===== src/distributed_dma_slave_cfg.svh =====
`ifndef DISTRIBUTED_DMA_SLAVE_CFG_SVH
`define DISTRIBUTED_DMA_SLAVE_CFG_SVH
`define OFS_ADDRESS     4'h0
`define OFS_ADDRESS_HI  4'h1
`define OFS_PAGE        4'h2
`define OFS_COUNT       4'h4
`define OFS_COUNT_HI    4'h5
`define OFS_CMD_STATUS  4'h8
`define OFS_MODE        4'hb
`define OFS_MCLEAR      4'hd
`define OFS_MASK        4'hf
`define BASE_LSB        4
`define CMD_DISABLE_POS 2
`define MASK_RESET      1'b1
`define MODE_RESET      6'h00
`endif


===== src/distributed_dma_slave_pkg.sv =====
package distributed_dma_slave_pkg;
  typedef enum logic [1:0] {xfer_demand = 2'b00, xfer_single = 2'b01,
                            xfer_block = 2'b10, xfer_rsvd = 2'b11} transfer_mode_type;
  typedef enum logic [1:0] {type_none = 2'b00, type_write = 2'b01,
                            type_read = 2'b10, type_bad = 2'b11} transfer_type_type;
  typedef struct packed {
    transfer_mode_type transfer_mode_select;
    logic              address_direction_bit;
    logic              auto_reload_enable;
    transfer_type_type transfer_type_select;
  } mode_type;
  typedef struct packed {
    logic       valid;
    logic       write;
    logic [3:0] offset;
    logic [7:0] wdata;
  } io_req_type;
endpackage


===== src/distributed_dma_slave.sv =====
`timescale 1ns/1ps
`include "distributed_dma_slave_cfg.svh"
// Behaviour
// RULE1: Registers decode in a 16-byte I/O window based on config bits 15-4.
// RULE2: Reserved offsets read zero and writes to them do nothing.
// RULE3: Obsolete legacy bits are read-only with no function.
// RULE4: Address write sets start address; read returns current address.
// RULE5: Byte mode drives address on AD15-0 and page on AD23-16.
// RULE6: Word mode drives address on AD16-1, AD0 zero, page 7-1 on AD23-17.
// RULE7: Page register is read/write and supplies the upper address byte.
// RULE8: Count write sets length; read returns remaining count.
// RULE9: Each transfer decrements count by one in byte mode, two in word mode.
// RULE10: Command bit 2 set disables the slave; reset zero; other bits zero.
// RULE11: Status bits 7-4 follow the card DMA request.
// RULE12: Request status ignores the mask bit.
// RULE13: Status bits 3-0 set at terminal count, clear on status read or reset.
// RULE14: Offset 08h reads status and writes command.
// RULE15: Mode bits 7-6 select transfer mode, bit 5 selects address decrement.
// RULE16: Mode bits 3-2 select transfer type, bit 4 enables auto reload.
// RULE17: Mask bit 0 ignores card requests, resets to one, sets on card removal.
// RULE18: Any write to offset 0Dh resets slave and all registers.
module distributed_dma_slave
(
  input  wire logic                mclk,
  input  wire logic                nrst,
  input  wire logic [15:0]         io_addr,
  input  wire logic                io_valid,
  input  wire logic                io_write,
  input  wire logic [7:0]          io_wdata,
  input  wire logic [15:0]         dma_base_cfg,
  output logic      [7:0]          io_rdata,
  output logic                     io_hit,
  input  wire logic                card_dma_request,
  input  wire logic                card_removed,
  input  wire logic                wide_mode,
  input  wire logic                xfer_done,
  output logic                     dma_request_out,
  output logic                     slave_enabled,
  output distributed_dma_slave_pkg::mode_type       mode,
  output logic      [23:0]         pci_ad
);
  import distributed_dma_slave_pkg::*;

  io_req_type  req;
  logic [15:0] addr_ff, base_addr_ff, count_ff, base_count_ff;
  logic [15:0] nxt_addr, nxt_base_addr, nxt_count, nxt_base_count;
  logic [7:0]  page_ff, nxt_page;
  logic        disable_ff, nxt_disable;
  logic        term_ff, nxt_term;
  logic        mask_ff, nxt_mask;
  mode_type    mode_ff, nxt_mode;
  logic [1:0]  pin_raw, pin_seen;
  logic        card_req_seen, removed_seen;
  logic [7:0]  rdata_ff, nxt_rdata;
  logic        mclear;
  logic [15:0] step;

  // Window match on bits 15-4 of the configured base.
  assign io_hit = io_valid &&
                  (io_addr[15:`BASE_LSB] == dma_base_cfg[15:`BASE_LSB]); // [RULE1]
  assign req = '{valid: io_hit, write: io_write, offset: io_addr[3:0], wdata: io_wdata};
  assign mclear = req.valid && req.write && (req.offset == `OFS_MCLEAR); // [RULE18]
  assign step = wide_mode ? 16'h0002 : 16'h0001;

  assign pin_raw = {card_removed, card_dma_request};

  // Card pins are asynchronous; a change is accepted when stages two and three agree.
  // Waiting for agreement keeps a metastable second stage from ever being taken alone.
  for (genvar g = 0; g < 2; g++)
  begin : g_pin_sync
    logic [2:0] sync_ff;
    logic       seen_ff, nxt_seen;
    always_comb
    begin
      nxt_seen = (sync_ff[2] == sync_ff[1]) ? sync_ff[1] : seen_ff;
    end
    always_ff @(posedge mclk or negedge nrst)
    begin
      if (!nrst)
      begin
        sync_ff <= 3'h0;
        seen_ff <= 1'b0;
      end
      else
      begin
        sync_ff <= {sync_ff[1:0], pin_raw[g]};
        seen_ff <= nxt_seen;
      end
    end
    assign pin_seen[g] = seen_ff;
  end
  assign card_req_seen = pin_seen[0];
  assign removed_seen  = pin_seen[1];

  always_comb
  begin
    nxt_addr       = addr_ff;
    nxt_base_addr  = base_addr_ff;
    nxt_count      = count_ff;
    nxt_base_count = base_count_ff;
    nxt_page       = page_ff;
    nxt_disable    = disable_ff;
    nxt_mode       = mode_ff;
    nxt_mask       = mask_ff;
    nxt_term       = term_ff;
    nxt_rdata      = 8'h00;
    // A transfer ending on the same edge as a software write other than master clear loses only the address or count byte that the write sets.
    if (xfer_done && !disable_ff)
    begin
      nxt_count = count_ff - step; // [RULE9]
      nxt_addr  = mode_ff.address_direction_bit ? addr_ff - step : addr_ff + step;
      if (count_ff <= step)
      begin
        if (mode_ff.auto_reload_enable)
        begin
          nxt_count = base_count_ff;
          nxt_addr  = base_addr_ff;
        end
        nxt_term = 1'b1; // [RULE13]
      end
    end
    if (req.valid && !req.write)
    begin
      case (req.offset)
        `OFS_ADDRESS:    nxt_rdata = addr_ff[7:0]; // [RULE4]
        `OFS_ADDRESS_HI: nxt_rdata = addr_ff[15:8];
        `OFS_PAGE:       nxt_rdata = page_ff; // [RULE7]
        `OFS_COUNT:      nxt_rdata = count_ff[7:0]; // [RULE8]
        `OFS_COUNT_HI:   nxt_rdata = count_ff[15:8];
        `OFS_CMD_STATUS:
        begin
          nxt_rdata = {{4{card_req_seen}}, {4{term_ff}}}; // [RULE14] [RULE11] [RULE12] [RULE13]
          nxt_term  = 1'b0; // [RULE13]
        end
        `OFS_MODE:       nxt_rdata = {mode_ff, 2'b00}; // [RULE3]
        `OFS_MASK:       nxt_rdata = {7'h00, mask_ff};
        default:         nxt_rdata = 8'h00; // [RULE2]
      endcase
    end
    if (req.valid && req.write)
    begin
      case (req.offset)
        `OFS_ADDRESS:
        begin
          nxt_addr[7:0]      = req.wdata; // [RULE4]
          nxt_base_addr[7:0] = req.wdata;
        end
        `OFS_ADDRESS_HI:
        begin
          nxt_addr[15:8]      = req.wdata;
          nxt_base_addr[15:8] = req.wdata;
        end
        `OFS_PAGE:       nxt_page = req.wdata; // [RULE7]
        `OFS_COUNT:
        begin
          nxt_count[7:0]      = req.wdata; // [RULE8]
          nxt_base_count[7:0] = req.wdata;
        end
        `OFS_COUNT_HI:
        begin
          nxt_count[15:8]      = req.wdata;
          nxt_base_count[15:8] = req.wdata;
        end
        `OFS_CMD_STATUS: nxt_disable = req.wdata[`CMD_DISABLE_POS]; // [RULE10] [RULE14]
        `OFS_MODE:       nxt_mode = mode_type'(req.wdata[7:2]); // [RULE15] [RULE16]
        `OFS_MASK:       nxt_mask = req.wdata[0]; // [RULE17]
        default:         nxt_mask = nxt_mask; // [RULE2]
      endcase
    end
    // Removal wins over a software clear so a pulled card never raises requests.
    if (removed_seen)
      nxt_mask = 1'b1; // [RULE17]
    // Master clear overrides everything, a transfer ending on the same edge included.
    if (mclear)
    begin
      nxt_addr       = 16'h0000; // [RULE18]
      nxt_base_addr  = 16'h0000;
      nxt_count      = 16'h0000;
      nxt_base_count = 16'h0000;
      nxt_page       = 8'h00;
      nxt_disable    = 1'b0;
      nxt_mode       = mode_type'(`MODE_RESET);
      nxt_mask       = `MASK_RESET;
      nxt_term       = 1'b0;
      nxt_rdata      = 8'h00;
    end
  end

  always_ff @(posedge mclk or negedge nrst)
  begin
    if (!nrst)
    begin
      addr_ff       <= 16'h0000;
      base_addr_ff  <= 16'h0000;
      count_ff      <= 16'h0000;
      base_count_ff <= 16'h0000;
      page_ff       <= 8'h00;
      disable_ff    <= 1'b0;
      mode_ff       <= mode_type'(`MODE_RESET);
      mask_ff       <= `MASK_RESET;
      term_ff       <= 1'b0;
      rdata_ff      <= 8'h00;
    end
    else
    begin
      addr_ff       <= nxt_addr;
      base_addr_ff  <= nxt_base_addr;
      count_ff      <= nxt_count;
      base_count_ff <= nxt_base_count;
      page_ff       <= nxt_page;
      disable_ff    <= nxt_disable;
      mode_ff       <= nxt_mode;
      mask_ff       <= nxt_mask;
      term_ff       <= nxt_term;
      rdata_ff      <= nxt_rdata;
    end
  end

  assign io_rdata        = rdata_ff;
  assign slave_enabled   = !disable_ff; // [RULE10]
  assign dma_request_out = card_req_seen && !mask_ff && !disable_ff; // [RULE17]
  assign mode            = mode_ff;

  distributed_dma_slave_addr_gen u_addr_gen
  (
    .mclk (mclk),
    .nrst (nrst),
    .wide (wide_mode),
    .addr (addr_ff),
    .page (page_ff),
    .ad_ff(pci_ad)
  );
endmodule // distributed_dma_slave


===== src/distributed_dma_slave_addr_gen.sv =====
`timescale 1ns/1ps
// Forms the address-phase word from current address and page for either transfer width.
module distributed_dma_slave_addr_gen
(
  input  wire logic        mclk,
  input  wire logic        nrst,
  input  wire logic        wide,
  input  wire logic [15:0] addr,
  input  wire logic [7:0]  page,
  output logic      [23:0] ad_ff
);
  logic [23:0] nxt_ad;
  always_comb
  begin
    if (wide)
      nxt_ad = {page[7:1], addr, 1'b0}; // [RULE6]
    else
      nxt_ad = {page, addr}; // [RULE5]
  end
  always_ff @(posedge mclk or negedge nrst)
  begin
    if (!nrst)
      ad_ff <= 24'h000000;
    else
      ad_ff <= nxt_ad;
  end
endmodule // distributed_dma_slave_addr_gen


===== config.mk =====
export PLATFORM = sky130hd
export DESIGN_NAME = distributed_dma_slave
export DESIGN_NICKNAME = d
export VERILOG_FILES = /design/src/distributed_dma_slave_pkg.sv /design/src/distributed_dma_slave.sv /design/src/distributed_dma_slave_addr_gen.sv
export VERILOG_INCLUDE_DIRS = /design/src
export SDC_FILE = /design/constraint.sdc
export NUM_CORES = 1
export LEC_CHECK = 0
export ABC_AREA = 1
export ABC_CLOCK_PERIOD_IN_PS = 5500
export BUFFER_PORTS_ARGS = -buffer_cell sky130_fd_sc_hd__clkbuf_2
export CORE_UTILIZATION = 64
export CTS_CLUSTER_SIZE = 24
export DETAILED_ROUTE_END_ITERATION = 16
export PLACE_DENSITY = 0.87
export SLEW_MARGIN = 30
export SYNTH_ARGS = -nofsm -noshare
export SYNTH_HDL_FRONTEND = slang
export SYNTH_SLANG_ARGS = --single-unit
export TNS_END_PERCENT = 1

===== constraint.sdc =====
create_clock -name mclk -period 5.5 [get_ports mclk]
set_input_delay 0.55 -clock mclk [delete_from_list [all_inputs] [get_ports mclk]]
set_output_delay 0.55 -clock mclk [all_outputs]
set_load 0.05 [all_outputs]

== Word level (Yosys, flattened, before mapping) ==
Index checks and enable logic that the tools add are counted.
Cells by class
  add/sub/neg operators: 3
  muxes and demuxes: 46
  reductions and logical operators: 29
  magnitude comparators: 1
  eq/ne operators: 11
Operators with widths (number)
  $mux 16: 15
  $mux 8: 13
  $pmux 8 s8: 1
  $sub 16x2->16: 2
  $mux 6: 3
  $mux 17: 1
  $add 16x2->16: 1
  $eq 4x4->1 const B: 4
  $le 16x2->1: 1
  $reduce_and 2->1: 8
  $reduce_bool 2->1: 8
  $eq 12x12->1: 1
  $mux 1: 12
  $eq 4x3->1 const B: 2
  $logic_and 1x1->1: 7
  $reduce_bool 3->1: 2
  $eq 4x1->1 const B: 1
  $eq 4x2->1 const B: 1
  $logic_not 4->1: 1
  $logic_not 1->1: 3
  $eq 1x1->1: 2
  $mux 2: 1
Storage, ports and cells
  register bits: 121
  input port bits: 48
  output and inout bits: 41
  word-level logic and storage cells: 110

== Logic depth before layout (Yosys ltp) ==
Gate-level depths: netlist (run 1).
  word-level depth: 9
  depth in mapped cells: 16
  depth with buffers taken out: 16

== Modules after synthesis ==
From an unflattened synthesis (run 1), not the netlist that was laid out.
Unflattened totals
  cell total of the unflattened synthesis: 1116
  area, all modules: 7529.7 um^2
Modules (own cells, without submodules)
  distributed_dma_slave: area an instance 6665.1 um^2, cells an instance 1038, times used 1
  distributed_dma_slave_addr_gen: area an instance 864.6 um^2, cells an instance 78, times used 1

== Least setup slack after synthesis (run 1) ==
No wires, ideal clock.
  kind: input to register
  start point: in wide_mode
  end point: reg count_ff[10]
  path slack: 3.049 ns
  path buffers: 2
  data required time: 5.383 ns
  cell stages on the path: 13
  data arrival time: 2.334 ns
  path through: clkbuf_1 inv_1 ha_1 fa_1 nand2_1 o21ai_1 nand4_2 buf_2 nand2_1 nand3_1 o21ai_0 nand2_1 nand2_1
Between the ends
  cells in the longest elaborated chain, start to end: 8
  elaborated cells between the ends (all ways): 9
  those cells by class: add/sub (1); order compare (1); mux (7)
RTL lines
  start: declaration: RTL line distributed_dma_slave.sv:35  | input wire logic wide_mode,
  $mux 2 (*): RTL line distributed_dma_slave.sv:63  | assign step = wide_mode ? 16'h0002 : 16'h0001;
  $sub 16x2->16: RTL line distributed_dma_slave.sv:110  | nxt_count = count_ff - step;
  $mux 16: RTL line distributed_dma_slave.sv:114  | if (mode_ff.auto_reload_enable)
  $mux 16 (*): RTL line distributed_dma_slave.sv:112  | if (count_ff <= step)
  $mux 16 (*): RTL line distributed_dma_slave.sv:108  | if (xfer_done && !disable_ff)
  $mux 8: RTL line distributed_dma_slave.sv:142  | case (req.offset)
  $mux 16 (*): RTL line distributed_dma_slave.sv:140  | if (req.valid && req.write)
  $mux 16 (*): RTL line distributed_dma_slave.sv:174  | if (mclear)
  net nxt_count[10]: RTL line distributed_dma_slave.sv:46  | logic [15:0] nxt_addr, nxt_base_addr, nxt_count, nxt_base_count;
  end signal: assignment: RTL line distributed_dma_slave.sv:208  | count_ff <= nxt_count;
  end: declaration: RTL line distributed_dma_slave.sv:45  | logic [15:0] addr_ff, base_addr_ff, count_ff, base_count_ff;
The timed path passes the listed nets; every way through them passes the cells marked *.
A chain may end at the register's enable or synchronous reset.

== Worst setup path in the final report (run 1) ==
Ends and elaborated chain as after synthesis.

==> results by group, run 1 <==
Worst setup path
  • CP required: 5810 ps
  • Slowest stage delay, CP: 790 ps
  • Crit path max-delay cell type: nand4_2
  • Worst path depth: 12
  • Flop2flop setup slack: 2520 ps
  • Top delay family on crit path: buffers and inverters
  • Reg2reg start: count_ff[0]$_DFF_PN0_
  • Critical path arrival: 3700 ps
  • WP buf/inv: 3
  • Cell Chain, Critical Path: clkbuf_2, inv_1, ha_1, nand2_1, o21ai_1, nand4_2, inv_2, nand2_1, nand3_1, o21ai_0, nand2_1, nand2_1
  • Crit-path most repeated cell: nand2_1
  • Crit. End Element: flip-flop
  • Worst reg2reg endpoint: count_ff[10]$_DFF_PN0_
  • Worst-path fanout max: 32
  • Cells on worst reg2reg path: 12
  • Critical path class: input pin to flip-flop
  • Setup crit start kind: input pin

Placement
  • Port buffer count: 84
  • HPWL after detailed placement: 15100 um
  • GPL Wtd Cong: 1.02

Routing
  • Starting DRT DRC Count: 867
  • Residual DRC: 0
  • DR vias/cell: 5.76
  • Final WL: 21700 um
  • Antenna Nets Post-Route: 0
  • Pre-antenna DRT Iters: 6
  • Vias: 7622
  • Wire per inst: 16.4 um

Die
  • Core area: 11100 um2
  • DIE HEIGHT: 110 um
  • IO Count: 89
  • Die Area: 12000 um2
  • Number of core rows: 38
  • Chip width: 110 um
  • Starting density of the core: 67.1%

Power
  • Total Power: 2.20 mW
  • P per Cell Area: 257 nW/um2
  • Pleak: 4.84 nW
  • Max VDD drop: 0.233 mV

Global route
  • Total track usage: 39.1%
  • Initial antenna violation count: 0
  • Vias in the first global route: 7163
  • First-pass GRT wire length: 34900 um
  • Largest net degree at the start of global routing: 63
  • GRT overflow: 0

Clock tree
  • CTS buffer count: 17
  • Post-CTS setup buffer count: 0
  • Clock Sinks: 121
  • Clock Tree Root: clkbuf_16
  • Later-pin clock latency in the skew report: 430 ps
  • PostCTS Resize Cnt: 0
  • CTS hold repair buffers: 0
  • CTS Buffer Depth: 2
  • Clock-pin slew on the worst setup and hold paths: 60 ps
  • CTS tree: built
  • CTS HTree Levels: 4

Timing
  • Least-Margin Pin Slew: 945 ps
  • Fin crit share: 61.6%
  • Max Freq: 295 MHz
  • Slew margin rel.: 36.8%
  • # setup viols final: 0
  • Post-layout minimum cycle time: 3390 ps
  • Fin. max-slew vios: 0
  • Final hold violation count: 0
  • Final Skew: 7.22 ps
  • RSZ-0062 raised after global routing: no
  • Setup_tns: 0 ps

Logic synthesis
  • Post-synth EDFFs: 0
  • Synth top area cells: dfrtp_1 (40%), nand2_1 (20%), nand3_1 (8.4%)
  • Avg Cell Area, Syn: 6.85 um2
  • Most used flip-flop cell after synthesis: dfrtp_1
  • Post-synth top area share: 40.4%
  • Yosys reg bits: 121
  • Seq/Total Area, Yosys: 40.8%
  • Yosys warns: 0
  • Unique masters post-synth: 40
  • Post-synth top area cell: dfrtp_1
  • Post-Syn Nets: 1153
  • Post-synth ARST share: 100%
  • Syn Std Cell Area: 7430 um2
  • Syn Inst Count: 1085

Finish
  • Fill cells: 830
  • Layout cells sized above 1: 12.3%
  • P&R area growth vs syn: 15.0%
  • Multi-input gate area: 3710 um2
  • Antenna Cells: 0
  • Register Area: 3030 um2
  • Final nets: 1238

Run status
  • Status: completed

Min path
  • Worst min-delay path category: input pin to asynchronous set/reset pin

Job
  • Max Cap Viol: 0
-- routing by layer --
layer  up-vias  wire length [um]  track usage [%]
li1       3601                 -                -
met2       440             10300             63.7
met4         0              1100             23.4
met3        96              2190             8.83
met5         -                 0                0
met1      3485              8070             47.4
-- area by class of cell --
type,count,area share [%]
Timing Repair Buffer,87,5.21
Tap cell,140,2.05
Sequential cell,121,35.4
Multi-Input combinational cell,789,43.5
Clock buffer,18,5.14
Inverter,154,6.76
Clock inverter,14,1.92
-- placed cells by master (no fill, tap or decap), drive strengths merged, types with 2 or more instances in the layout --
cell	instances
nand2	398
inv	159
nand3	124
dfrtp	120
nor2	109
clkbuf	101
o21ai	51
a21oi	30
ha	18
nor3	8
nand3b	7
xor2	7
o211ai	6
nand4	6
o2111ai	4
a211oi	4
clkinv	4
buf	4
clkinvlp	3
xnor2	2
and2	2
o221ai	2
nor4	2
o22ai	2
maj3	2
fa	2
bufinv	2
-- worst max-delay path by stage --
stage	startpoint	endpoint	slack (ps)
final	wide_mode	count_ff[10]$_DFF_PN0_	2110
after global routing	wide_mode	count_ff[10]$_DFF_PN0_	2040
after CTS	wide_mode	count_ff[10]$_DFF_PN0_	2260
after detailed placement	wide_mode	count_ff[10]$_DFF_PN0_	1950
after global placement	wide_mode	count_ff[10]$_DFF_PN0_	1990
after floorplan	wide_mode	count_ff[10]$_DFF_PN0_	3050
-- registers in the layout, indices dropped and copies added (netlist names), 6 cells and up --
| name | cells |
|---|---|
| base_addr_ff | 16 |
| count_ff | 16 |
| base_count_ff | 16 |
| u_addr_gen.ad_ff | 24 |
| page_ff | 8 |
| addr_ff | 16 |
| mode | 6 |
| io_rdata | 8 |
| g_pin_sync.sync_ff | 6 |
-- report_power, final --
part / internal (mW) / switching [mW] / total, mW
clock network: 0.689 / 0.448 / 1.14
logic: 0.0412 / 0.110 / 0.151
registers: 0.902 / 0.00677 / 0.908
total: 1.63 / 0.565 / 2.20
-- stage by stage --
stage	util [%]	instances	cell area, um2	hold WS, ps	setup WS, ps
floorplan	-	1085	7430	254	3050
global placement	71.7	1291	7940	332	1990
detailed placement	71.7	1291	7940	344	1950
CTS	77.1	1323	8550	213	2260
global route	77.1	1323	8550	227	2040
finish	77.1	1323	8550	199	2110
-- synthesized netlist by cell type (all sizes together) (6+ instances only) --
cell	n
nand3	124
o21ai	51
nor3	8
dfrtp	120
inv	154
buf	12
clkbuf	9
o211ai	6
xor2	7
nand2	398
a21oi	30
ha	18
nor2	109
nand3b	7
nand4	6
-- cell families after synthesis --
logic type | Yosys count | share of synthesized area (%)
xor+xnor | 9 | 1.06
buf+inv | 175 | 9.23
fa+ha+maj | 22 | 3.84
compound gates | 101 | 7.83
flops | 121 | 40.8
simple gates | 657 | 37.3
Power figures use the tool's default switching activity.
==> run 2, diff against run 1 <==
--- a/config.mk
+++ b/config.mk
@@ -6,13 +6,13 @@
 export SDC_FILE = /design/constraint.sdc
 export NUM_CORES = 1
 export LEC_CHECK = 0
-export ABC_AREA = 1
-export ABC_CLOCK_PERIOD_IN_PS = 5500
+export ABC_AREA = 0
+export ABC_CLOCK_PERIOD_IN_PS = 3350
 export BUFFER_PORTS_ARGS = -buffer_cell sky130_fd_sc_hd__clkbuf_2
-export CORE_UTILIZATION = 64
+export CORE_UTILIZATION = 58
 export CTS_CLUSTER_SIZE = 24
 export DETAILED_ROUTE_END_ITERATION = 16
-export PLACE_DENSITY = 0.87
+export PLACE_DENSITY = 0.8
 export SLEW_MARGIN = 30
 export SYNTH_ARGS = -nofsm -noshare
 export SYNTH_HDL_FRONTEND = slang
==> constraint.sdc (replaced) <==
create_clock -name mclk -period 3.35 [get_ports mclk]
set_input_delay 0.335 -clock mclk [delete_from_list [all_inputs] [get_ports mclk]]
set_output_delay 0.335 -clock mclk [all_outputs]
set_load 0.05 [all_outputs]
==> run 2 against run 1 <==
Against the previous run: worst hold slack got worse by 180 ps; utilization decreased by 5.6 points; cell count decreased by 30%; first-iteration DRC count decreased by 26%; setup slack got worse by 1600 ps; power increased to 2.6 times the previous value; combinational power increased to 11 times the previous value; clock power increased by 81%; clock skew about the same; routed wire length decreased by 9.9%; critical endpoint is now count_ff[1]$_DFF_PN0_.
==> results by group, run 2 <==
Run status
  • Status: completed

Timing
  • Fin crit share: 85.1%
  • Final hold violation count: 0 (unchanged)
  • Least-Margin Pin Slew: 937 ps (-8.71 ps)
  • RSZ-0062 raised after global routing: no
  • Final Skew: 7.25 ps (+0.0300 ps)
  • Setup_tns: 0 ps (unchanged)
  • # setup viols final: 0 (unchanged)
  • Fin. max-slew vios: 0 (unchanged)
  • Slew margin rel.: 37.4% (+0.58 points)
  • Max Freq: 351 MHz
  • Post-layout minimum cycle time: 2850 ps
  • Crit path setup slack, layout: 498 ps (-1610 ps)

Finish
  • Most frequent cells in the layout: dfrtp_1 (120), nand2_1 (92), clkbuf_2 (83)
  • Commonest non-fill, non-tap cell in the layout: dfrtp_1
  • Final nets: 847 (-32%)
  • Max reg flops: 24 (unchanged)
  • Register Area: 3030 um2 (unchanged)
  • Top reg by flops: u_addr_gen.ad_ff
  • Multi-input gate area: 3440 um2 (-7.3%)
  • P&R area growth vs syn: 17.9%
  • Layout cells sized above 1: 20.8% (+8.6 points)
  • Antenna Cells: 0 (unchanged)
  • Fill cells: 817 (-1.6%)

Worst setup path
  • Setup crit start kind: flip-flop
  • Crit. End Element: flip-flop
  • CP required: 3690 ps (-2120 ps)
  • CP Launch Point: count_ff[0]$_DFF_PN0_
  • Worst-path fanout max: 11 (-66%)
  • Critical path class: flip-flop to flip-flop
  • Reg2reg start: count_ff[0]$_DFF_PN0_
  • Critical path arrival: 3190 ps (-510 ps)

Clock tree
  • Clock Sinks: 121 (unchanged)
  • CTS HTree Levels: 4 (unchanged)
  • CTS tree: built
  • Later-pin clock latency in the skew report: 420 ps (about the same)
  • Clock Tree Root: clkbuf_16
  • Post-CTS setup buffer count: 0 (unchanged)
  • CTS buffer count: 17 (unchanged)
  • CTS Buffer Depth: 2 (unchanged)
  • Clock-pin slew on the worst setup and hold paths: 50 ps (about the same)

Global route
  • Met1 Track Usage GR: 46.3% (-1.1 points)
  • Vias in the first global route: 5877 (-18%)
  • Met3 usage: 8.30% (-0.53 points)
  • Initial antenna violation count: 0 (unchanged)
  • Global-route layer with the greatest usage: met2
  • First-pass GRT wire length: 30800 um (-12%)
  • Total track usage: 34.9% (-4.1 points)
  • GR Layer Usage met2: 53.3% (-10 points)
  • GRT overflow: 0 (unchanged)
  • Largest net degree at the start of global routing: 69 (+9.5%)

Logic synthesis
  • Post-synth ARST share: 100% (unchanged)
  • Top post-synthesis cells by count: dfrtp_1 (120), nand2_1 (92), nor2_1 (52)
  • Most used flip-flop cell after synthesis: dfrtp_1
  • Syn Inst Count: 704 (-35%)
  • Yosys reg bits: 121 (unchanged)
  • Syn Std Cell Area: 6720 um2 (-9.6%)
  • Seq/Total Area, Yosys: 45.1% (+4.3 points)
  • Post-Syn Nets: 772 (-33%)
  • Post-synth top area cell: dfrtp_1
  • Yosys warns: 0 (unchanged)
  • Avg Cell Area, Syn: 9.54 um2 (+39%)
  • Most common cell in the netlist: dfrtp_1
  • Post-synth top area share: 44.7% (+4.3 points)
  • Synth top area cells: dfrtp_1 (45%), nand2_1 (5.1%), a22o_1 (3.7%)
  • Post-synth EDFFs: 0 (unchanged)
  • Unique masters post-synth: 72 (+80%)

Die
  • Core area: 11100 um2 (unchanged)
  • Chip width: 110 um (-0.11%)
  • Starting density of the core: 60.6% (-6.4 points)
  • DIE HEIGHT: 110 um (-0.11%)
  • Number of core rows: 38 (unchanged)
  • IO Count: 89 (unchanged)
  • Die Area: 12000 um2 (-0.23%)

Routing
  • DR vias/cell: 6.57 (+14%)
  • Wire per inst: 21.0 um (+28%)
  • Residual DRC: 0 (unchanged)
  • Vias: 6124 (-20%)
  • Antenna Nets Post-Route: 0 (unchanged)
  • Pre-antenna DRT Iters: 8 (+2)
  • Final WL: 19500 um (-9.9%)
  • Starting DRT DRC Count: 640 (-26%)

Power
  • P per Cell Area: 728 nW/um2 (+180%)
  • Max VDD drop: 0.664 mV (+180%)
  • Pleak: 3.67 nW (-24%)

Placement
  • Pre-CTS setup slack: 431 ps (-1520 ps)
  • HPWL after detailed placement: 13400 um (-12%)
  • Port buffer count: 84 (unchanged)
  • GPL Wtd Cong: 0.986 (-3.5%)

Min path
  • HP Start: card_removed
  • Worst min-delay path category: input pin to flip-flop

Job
  • Max Cap Viol: 0 (unchanged)
==> run 2: cell types whose count changed in the layout (fill, tap and decap cells not counted), sizes merged, moves of 16 or more <==
cell	previous run	this run
mux2	0	16
nand3	124	16
a22o	0	28
nor2	109	54
nand2	398	93
inv	159	15
==> run 2: worst paths after layout <==
kind                       cells after the start                                  to  slack (ps)
max                                           11               count_ff[1]$_DFF_PN0_         500
min                                            1  g_pin_sync[1].sync_ff[0]$_DFF_PN0_          20
max reg2reg                                   11               count_ff[1]$_DFF_PN0_         500
min reg2reg                                    0  g_pin_sync[1].sync_ff[1]$_DFF_PN0_         350
max in group asynchronous                      3                 mask_ff$_DFFE_PN1P_        2020
min in group asynchronous                      2               addr_ff[15]$_DFF_PN0_         500
==> run 2: report_power, final <==
group          switching [mW]  internal, mW
registers               0.325          1.70
clock network           0.646          1.42
logic                    1.05         0.640
total                    2.02          3.75
==> run 2: final cells by class <==
cell class | instances | share of cell area, %
multi-input combinational | 525 | 43.5
timing repair buffer | 99 | 6.95
sequential | 121 | 38.2
inverter | 15 | 0.711
clock inverter | 7 | 2.02
clock buffer | 25 | 6.38
tap | 140 | 2.21
==> run 2: per-stage QoR <==
stage                     hold WS, ps  power, mW  area [um2]  utilization [%]  std cells
after floorplan                  39.4       3.20        6720                -        704
after global placement            334       3.61        7240             65.3        899
after detailed placement          344       3.68        7240             65.3        899
after CTS                        14.3       5.74        7920             71.4        932
after global routing             13.7       6.01        7920             71.5        932
final                            21.5       5.77        7920             71.5        932
==> run 2: cell families (layout without fill, tap and decap cells) <==
group	count (synthesis)	after routing	share of synthesized area, %
compound gates	208	208	20.9
xor+xnor	24	24	3.13
fa+ha+maj	22	22	4.25
buf+inv	58	146	3.76
flops	121	121	45.1
mux	24	24	3.87
simple gates	247	247	19.0
==> run 2: worst max-delay path, cell delays in order (launching register included) <==
cell and delay (ps):
dfrtp_1 370, inv_1 70, ha_1 200, fa_1 450, a21oi_1 310, nand4b_4 240, or2_1 320, buf_4 260
nor2_1 70, a211oi_2 180, a211oi_1 90, nor3_2 200
==> run 2: what timing repair did <==
action / 4_1_cts / 5_1_grt
hold buffers: 1 / 0
resized for setup: 0 / 0
endpoints found under the hold margin: 53 / 0
==> run 2: per-layer routing <==
layer  routed length (um)  part of all wire (%)  up-vias
met4                  727                   3.7        0
met1                 7850                    40     2938
li1                     -                     -     2744
met3                 1940                   9.9       66
met5                    0                     0        -
met2                 9010                    46      376
